--- src/rtl/cplr_pkg.sv ---
/*
  Constants for the configuration power and lock register bank:
  configuration indices, field positions and reset values.
  Assumes an 8-bit configuration index/data space.
*/
package cplr_pkg;

  // ------------------------------------------------------------
  // Configuration indices
  // ------------------------------------------------------------
  localparam logic [7:0] IDX_FLOPPY_POWER_VALID = 8'h00;
  localparam logic [7:0] IDX_PARALLEL_POWER_MODE_LOCK = 8'h01;
  localparam logic [7:0] IDX_SERIAL_POWER_REG = 8'h02;
  localparam logic [7:0] IDX_LOCKED_LAST = 8'h39;

  // ------------------------------------------------------------
  // Reset values
  // ------------------------------------------------------------
  localparam logic [7:0] RST_FLOPPY_POWER_VALID = 8'h28;
  localparam logic [7:0] RST_PARALLEL_POWER_MODE_LOCK = 8'h9c;
  localparam logic [7:0] RST_INDEX = 8'h00;

  // ------------------------------------------------------------
  // Field positions
  // ------------------------------------------------------------
  localparam int FPV_POWER_BIT = 3;
  localparam int FPV_FIXED_ONE_BIT = 5;
  localparam int FPV_VALID_BIT = 7;
  localparam int PPL_POWER_BIT = 2;
  localparam int PPL_MODE_BIT = 3;
  localparam int PPL_FIXED_ONE_BIT = 4;
  localparam int PPL_LOCK_BIT = 7;

endpackage

--- src/rtl/cplr_regs.sv ---
/*
  Configuration power and lock register bank (floppy power/valid and
  parallel port power/mode/lock), reached by index and data port cycles.
  Assumes the host interface logic on the same clock has already decoded
  the index and data port addresses into one-cycle strobes, and that it
  tells this block whether the device is in the configuration state.
  The hard reset input comes from a pin and is synchronised here.
*/
//
// Functional notes
// - Floppy register only at index 00, config state
// - Floppy register resets to 0x28
// - Floppy bits 0-2 read zero
// - Floppy bit 3 powers floppy controller
// - Floppy bit 5 reads one, 4,6 zero
// - Floppy bit 7 plain flag, reset zero
// - Power bit disables device, not decoding
// - Powered-down device still joins range checks
// - Parallel register only at index 01, config state
// - Parallel register resets to 0x9C
// - Parallel bits 0,1,5,6 zero; 4 one
// - Parallel bit 2 powers parallel port
// - Lock bit zero blocks indices 00-39
// - Lock set again only by reset
// - Serial register only at index 02, config state
// - Index port selects, data port accesses
`timescale 1ns/1ps

module cplr_regs (
  input wire logic i_clk,
  input wire logic i_rst_n,
  input wire logic i_hard_rst_n,
  input wire logic i_cfg_state,
  input wire logic i_io_wr,
  input wire logic i_io_rd,
  input wire logic i_io_is_index,
  input wire logic [7:0] i_io_wdata,
  output logic [7:0] o_io_rdata,
  output logic o_io_rvalid,
  output logic o_ext_wr,
  output logic o_ext_rd,
  output logic [7:0] o_ext_index,
  output logic [7:0] o_ext_wdata,
  input wire logic [7:0] i_ext_rdata,
  output logic o_floppy_controller_en,
  output logic o_floppy_pins_en,
  output logic o_floppy_decode_en,
  output logic o_parallel_port_en,
  output logic o_parallel_pins_en,
  output logic o_parallel_decode_en,
  output logic o_parallel_printer_mode,
  output logic o_config_lock_bit
);

  // ------------------------------------------------------------
  // State
  // ------------------------------------------------------------
  typedef struct packed {
    logic [7:0] config_index_select;
    logic floppy_pwr;
    logic valid_flag;
    logic parallel_pwr;
    logic parallel_mode;
    logic config_lock_bit;
    logic hard_meta;
    logic hard_sync;
    logic [7:0] rdata;
    logic rvalid;
  } cplr_state_t;

  cplr_state_t st;
  cplr_state_t next_st;

  // ------------------------------------------------------------
  // Decode helpers
  // ------------------------------------------------------------
  // True for indices whose access the lock bit gates
  function automatic logic cplr_lockable(input logic [7:0] idx);
    cplr_lockable = (idx <= cplr_pkg::IDX_LOCKED_LAST);
  endfunction

  function automatic logic [7:0] cplr_floppy_image(input cplr_state_t s);
    logic [7:0] v;
    v = 8'h00;
    v[cplr_pkg::FPV_POWER_BIT] = s.floppy_pwr;
    v[cplr_pkg::FPV_FIXED_ONE_BIT] = 1'b1;
    v[cplr_pkg::FPV_VALID_BIT] = s.valid_flag;
    cplr_floppy_image = v;
  endfunction

  function automatic logic [7:0] cplr_parallel_image(input cplr_state_t s);
    logic [7:0] v;
    v = 8'h00;
    v[cplr_pkg::PPL_POWER_BIT] = s.parallel_pwr;
    v[cplr_pkg::PPL_MODE_BIT] = s.parallel_mode;
    v[cplr_pkg::PPL_FIXED_ONE_BIT] = 1'b1;
    v[cplr_pkg::PPL_LOCK_BIT] = s.config_lock_bit;
    cplr_parallel_image = v;
  endfunction

  // ------------------------------------------------------------
  // Access qualification
  // ------------------------------------------------------------
  logic data_ok;
  logic data_wr;
  logic data_rd;
  logic idx_wr;
  logic idx_rd;
  logic hit_floppy;
  logic hit_parallel;
  logic hit_ext;

  always_comb begin
    // Locked range takes no writes and reads back zero; indices above it stay open
    data_ok = i_cfg_state && !i_io_is_index &&
      (st.config_lock_bit || !cplr_lockable(st.config_index_select));
    data_wr = data_ok && i_io_wr;
    data_rd = data_ok && i_io_rd;
    idx_wr = i_cfg_state && i_io_is_index && i_io_wr;
    idx_rd = i_cfg_state && i_io_is_index && i_io_rd;
    hit_floppy =
      (st.config_index_select == cplr_pkg::IDX_FLOPPY_POWER_VALID);
    hit_parallel =
      (st.config_index_select == cplr_pkg::IDX_PARALLEL_POWER_MODE_LOCK);
    hit_ext = !hit_floppy && !hit_parallel;
  end

  // Other indices (serial power at 02 and up) live outside this block
  assign o_ext_wr = data_wr && hit_ext;
  assign o_ext_rd = data_rd && hit_ext;
  assign o_ext_index = st.config_index_select;
  // Combinational pass so outside registers see data with the strobe
  assign o_ext_wdata = i_io_wdata;

  // ------------------------------------------------------------
  // Next state
  // ------------------------------------------------------------
  always_comb begin
    next_st = st;
    next_st.hard_meta = i_hard_rst_n;
    next_st.hard_sync = st.hard_meta;
    next_st.rvalid = 1'b0;

    if (idx_wr) begin
      next_st.config_index_select = i_io_wdata;
    end

    // Only writable bits are taken; fixed bits come from the image
    if (data_wr && hit_floppy) begin
      next_st.floppy_pwr = i_io_wdata[cplr_pkg::FPV_POWER_BIT];
      next_st.valid_flag = i_io_wdata[cplr_pkg::FPV_VALID_BIT];
    end

    if (data_wr && hit_parallel) begin
      next_st.parallel_pwr = i_io_wdata[cplr_pkg::PPL_POWER_BIT];
      next_st.parallel_mode = i_io_wdata[cplr_pkg::PPL_MODE_BIT];
      // Software can clear the lock but never set it
      next_st.config_lock_bit =
        st.config_lock_bit & i_io_wdata[cplr_pkg::PPL_LOCK_BIT];
    end

    // Hard reset reopens the lock only; other bits keep their values
    if (!st.hard_sync) begin
      next_st.config_lock_bit = 1'b1;
    end

    if (idx_rd) begin
      next_st.rdata = st.config_index_select;
      next_st.rvalid = 1'b1;
    end else if (data_rd) begin
      next_st.rvalid = 1'b1;
      if (hit_floppy) begin
        next_st.rdata = cplr_floppy_image(st);
      end else if (hit_parallel) begin
        next_st.rdata = cplr_parallel_image(st);
      end else begin
        next_st.rdata = i_ext_rdata;
      end
    end else if (i_cfg_state && !i_io_is_index && i_io_rd) begin
      // Locked read still completes, returning zero
      next_st.rdata = 8'h00;
      next_st.rvalid = 1'b1;
    end
  end

  // ------------------------------------------------------------
  // Registers
  // ------------------------------------------------------------
  always_ff @(posedge i_clk) begin
    if (!i_rst_n) begin
      st.config_index_select <= cplr_pkg::RST_INDEX;
      st.floppy_pwr <=
        cplr_pkg::RST_FLOPPY_POWER_VALID[cplr_pkg::FPV_POWER_BIT];
      st.valid_flag <=
        cplr_pkg::RST_FLOPPY_POWER_VALID[cplr_pkg::FPV_VALID_BIT];
      st.parallel_pwr <=
        cplr_pkg::RST_PARALLEL_POWER_MODE_LOCK[cplr_pkg::PPL_POWER_BIT];
      st.parallel_mode <=
        cplr_pkg::RST_PARALLEL_POWER_MODE_LOCK[cplr_pkg::PPL_MODE_BIT];
      st.config_lock_bit <=
        cplr_pkg::RST_PARALLEL_POWER_MODE_LOCK[cplr_pkg::PPL_LOCK_BIT];
      st.hard_meta <= 1'b1;
      st.hard_sync <= 1'b1;
      st.rdata <= 8'h00;
      st.rvalid <= 1'b0;
    end else begin
      st <= next_st;
    end
  end

  // ------------------------------------------------------------
  // Device controls
  // ------------------------------------------------------------
  // Power bits gate device and pins; address decode stays live so a
  // powered-down device still takes part in range checking. Removing
  // it from decode is left to software moving its base below 100h.
  assign o_floppy_controller_en = st.floppy_pwr;
  assign o_floppy_pins_en = st.floppy_pwr;
  assign o_floppy_decode_en = 1'b1;
  assign o_parallel_port_en = st.parallel_pwr;
  assign o_parallel_pins_en = st.parallel_pwr;
  assign o_parallel_decode_en = 1'b1;
  assign o_parallel_printer_mode = st.parallel_mode;
  assign o_config_lock_bit = st.config_lock_bit;
  assign o_io_rdata = st.rdata;
  assign o_io_rvalid = st.rvalid;

endmodule

--- config.mk ---
export PLATFORM = sky130hd
export DESIGN_NAME = cplr_regs
export DESIGN_NICKNAME = d
export VERILOG_FILES = /design/src/rtl/cplr_pkg.sv /design/src/rtl/cplr_regs.sv
export SDC_FILE = /design/constraint.sdc
export NUM_CORES = 1
export LEC_CHECK = 0
export BUFFER_PORTS_ARGS = -buffer_cell sky130_fd_sc_hd__buf_2
export CORE_AREA = 2 2 60 62
export DETAILED_ROUTE_END_ITERATION = 8
export DIE_AREA = 0 0 62 64
export HOLD_SLACK_MARGIN = 0.06
export PLACE_DENSITY = 0.7
export SYNTH_ARGS = -nofsm -noshare
export SYNTH_HDL_FRONTEND = slang
export SYNTH_SLANG_ARGS = --single-unit
--- constraint.sdc ---
create_clock -name i_clk -period 1.7 [get_ports i_clk]
set_input_delay 0.085 -clock i_clk [delete_from_list [all_inputs] [get_ports i_clk]]
set_output_delay 0.085 -clock i_clk [all_outputs]
set_load 0.005 [all_outputs]
==> impl_metrics.yaml <==
status:
  status: "finished clean"
grt:
  grt_max_degree: 22
  antenna_found_initial: 0
  overflow: 0
  grt_first_pass_wirelength_mm: 5.00
  first_global_vias: 1098
  grt_use_total_pct: 16.4
drt:
  drc_errors: 0
  drtPass1Iterations: 4
  drtIter0Drc: 45
  vias: 1241
  drt.antenna.violating_nets: 0
  viasPerCell: 4.98
  wl_mm: 3.50
  wl_per_cell_microns: 14.1
logic_synthesis:
  yosysSeqAreaShare_pct: 37.3
  synth_commonest_cells: "buf_4 (28), dfxtp_1 (24), nor2_1 (16), mux2i_1 (13), nand2_1 (10)"
  avgSynthCellArea_sq_um: 8.47
  synth-compound-area-share_pct: 12.6
  yosysMostFrequentCell: "buf_4"
  yosysTopAreaCell: "dfxtp_1"
  yosys.area_share.simple_pct: 20.9
  ys_ff_latch: 24
  synth_top_family_by_area: "simple AND/OR/NAND/NOR gates"
  synth_xor_area_share_pct: 0
  synthAdderAreaFrac_pct: 0
  synth.area.top_cells: "dfxtp_1 (37%), buf_4 (16%), mux2i_1 (10%)"
  synth_mux_area_share_pct: 10.1
  synth_top_area_share_pct: 37.3
  synth_edf_count: 0
  synth-main-ff-cell: "dfxtp_1"
  ys_types: 30
  syn_area_sq_mm: 0.00129
  ys.warnings.count: 0
  syn-instance-count: 152
  async_flop_share_pct: 0
placement:
  port-buffer-count: 55
  dp_hpwl_mm: 2.22
  gp_congestion: 0.884
power:
  p_leak_nw: 0.808
  ir_worst_vdd_mv: 0.478
  p_total_mw: 1.15
  power_density_mw_per_mm2: 661
sta:
  hold_viol_final: 0
  finalCriticalPeriod_ns: 1.69
  worst_pin_slew_ns: 0.647
  clock_skew_ns: 0.00451
  grt_setup_unrepaired: "yes"
  finalSetupTns_ns: 0
  min_period_over_period_pct: 99.3
  finalSetupViolCount: 0
  relSlewSlack_pct: 56.8
  finalHoldWorstSlack_ns: 0.101
  drv_slew: 0
  clock.fmax_ghz: 0.593
setup_path:
  cp-endpoint: "o_ext_wr"
  critPathTopFamily: "compound AO/OA/AOI/OAI gates"
  ff2ff_setup_slack_ns: 0.09
  r2r_cells: 4
  crit_arrival_ns: 1.60
  r2r_start: "o_ext_index[4]"
  crit_buf_inv: 1
  crit_type: "flop to output pin"
  cpPeakStageDelay_ns: 0.43
  endpoint_kind: "output pin"
  crit_cells: 4
  critPathLaunchType: "flop"
  crit_required_ns: 1.62
  reg2reg_to: "o_parallel_pins_en"
  path_cells: "nand2b_1 > o32a_1 > nor3b_2 > buf_2"
  crit_fanout: 6
  critPathSlowestCell: "o32a_1"
  startpoint: "o_ext_index[4]"
cts:
  cts_sinks: 24
  clock_latency_ns: 0.31
  cts_tree: "built"
  clk_pin_slew_ns: 0.13
  cts_buffers: 3
  h-tree-depth: 1
  max-clock-path-buffers: 2
  cts_root_buf: "clkbuf_4"
die:
  die_h_microns: 64
  die_x_microns: 62
  coreArea_sq_mm: 0.00328
  fp.dieArea_sq_mm: 0.00397
  ios: 58
  start_util_pct: 39.2
  num_rows: 21
hold_path:
  hold_class: "input pin to flop"
finish:
  n_fill_cell: 313
  num_antenna_cells: 0
  final_nets: 227
  final_layout_size_suffix_gt1_share_pct: 39.9
  area_growth_syn_to_layout_pct: 35.1
job:
  maxCapViolations: 0
## final cells by class
cell class                      count  area [sq um]  share of cell area (%)
Sequential cell                    24           498                    28.6
Multi-Input combinational cell     93           624                    35.9
Clock buffer                        4          36.3                    2.09
Tap cell                           46          57.6                    3.31
Inverter                            2          7.51                   0.432
Timing Repair Buffer               80           515                    29.6
## worst min-delay path, cell delays in order
cell     delay [ns]
buf_2          0.09
a21oi_1        0.07
o22ai_1        0.14
## placed cells by master, fill, tap and decap left out, types with 2 or more instances in the layout
master,n
a21oi_1,9
a31oi_1,3
and3_1,2
buf_2,55
buf_4,5
buf_6,2
clkbuf_4,3
conb_1,2
dfxtp_1,18
dfxtp_2,2
dfxtp_4,4
dlygate4sd3_1,18
inv_1,2
mux2i_1,13
nand2_1,8
nand2_2,2
nand2b_1,3
nand3_1,8
nand4_1,3
nor2_1,15
nor3_1,5
o22ai_1,2
o32ai_1,3
## flip-flops by register name, indices dropped and copies added (netlist names)
signal,flops
next_st,1
o_config_lock_bit,1
o_ext_index,8
o_floppy_controller_en,1
o_io_rdata,8
o_io_rvalid,1
o_parallel_pins_en,1
o_parallel_printer_mode,1
st,2
## worst min-delay path by stage
stage	from	end	slack [ns]	cells after the start
floorplan	i_rst_n	next_st[9]	0.16	1
global placement	i_hard_rst_n	next_st[9]	0.26	2
detailed placement	i_hard_rst_n	next_st[9]	0.27	2
CTS	i_ext_rdata[2]	o_io_rdata[2]	0.07	3
global route	i_ext_rdata[2]	o_io_rdata[2]	0.09	3
finish	i_ext_rdata[2]	o_io_rdata[2]	0.10	3
## report_power, final
part / internal (mW) / total (mW) / switching (mW) / leakage, nW
clock: 0.131 / 0.298 / 0.167 / 0.0210
sequential: 0.580 / 0.600 / 0.0201 / 0.200
combinational: 0.132 / 0.252 / 0.120 / 0.587
total: 0.842 / 1.15 / 0.307 / 0.808
## per-layer routing
metal | global-route usage [%] | vias to the layer above | wire length (microns)
met1 | 21.6 | 581 | 1460
li1 | - | 611 | -
met4 | 3.19 | 0 | 29
met5 | 0 | - | 0
met3 | 5.06 | 6 | 193
met2 | 26.2 | 43 | 1830
## logic make-up (layout without fill, tap and decap cells)
| kind of cell | count (synthesis) | after routing |
|---|---|---|
| multiplexers | 13 | 13 |
| flip-flops | 24 | 24 |
| buffers and inverters | 36 | 86 |
| other | 1 | 2 |
| AND/OR/NAND/NOR | 55 | 55 |
| AO/OA/AOI/OAI | 23 | 23 |
## metrics by stage
stage               util (%)  cells  worst slack (ns)  cell area, sq um
finish                  53.0    249            0.0123              1740
global route            53.0    249           -0.0576              1740
CTS                     50.4    246            0.0115              1660
detailed placement      43.2    224             0.108              1420
global placement        43.2    224             0.149              1420
floorplan                  -    153             0.222              1290
## timing repair
item	in CTS	in global routing
resized for setup	5	17
endpoints found under the setup margin	2	2
setup buffers	0	3
hold endpoints to repair	19	0
hold buffers	18	0
pin swaps	1	3
Note: power is estimated with default switching activity, not from simulation.
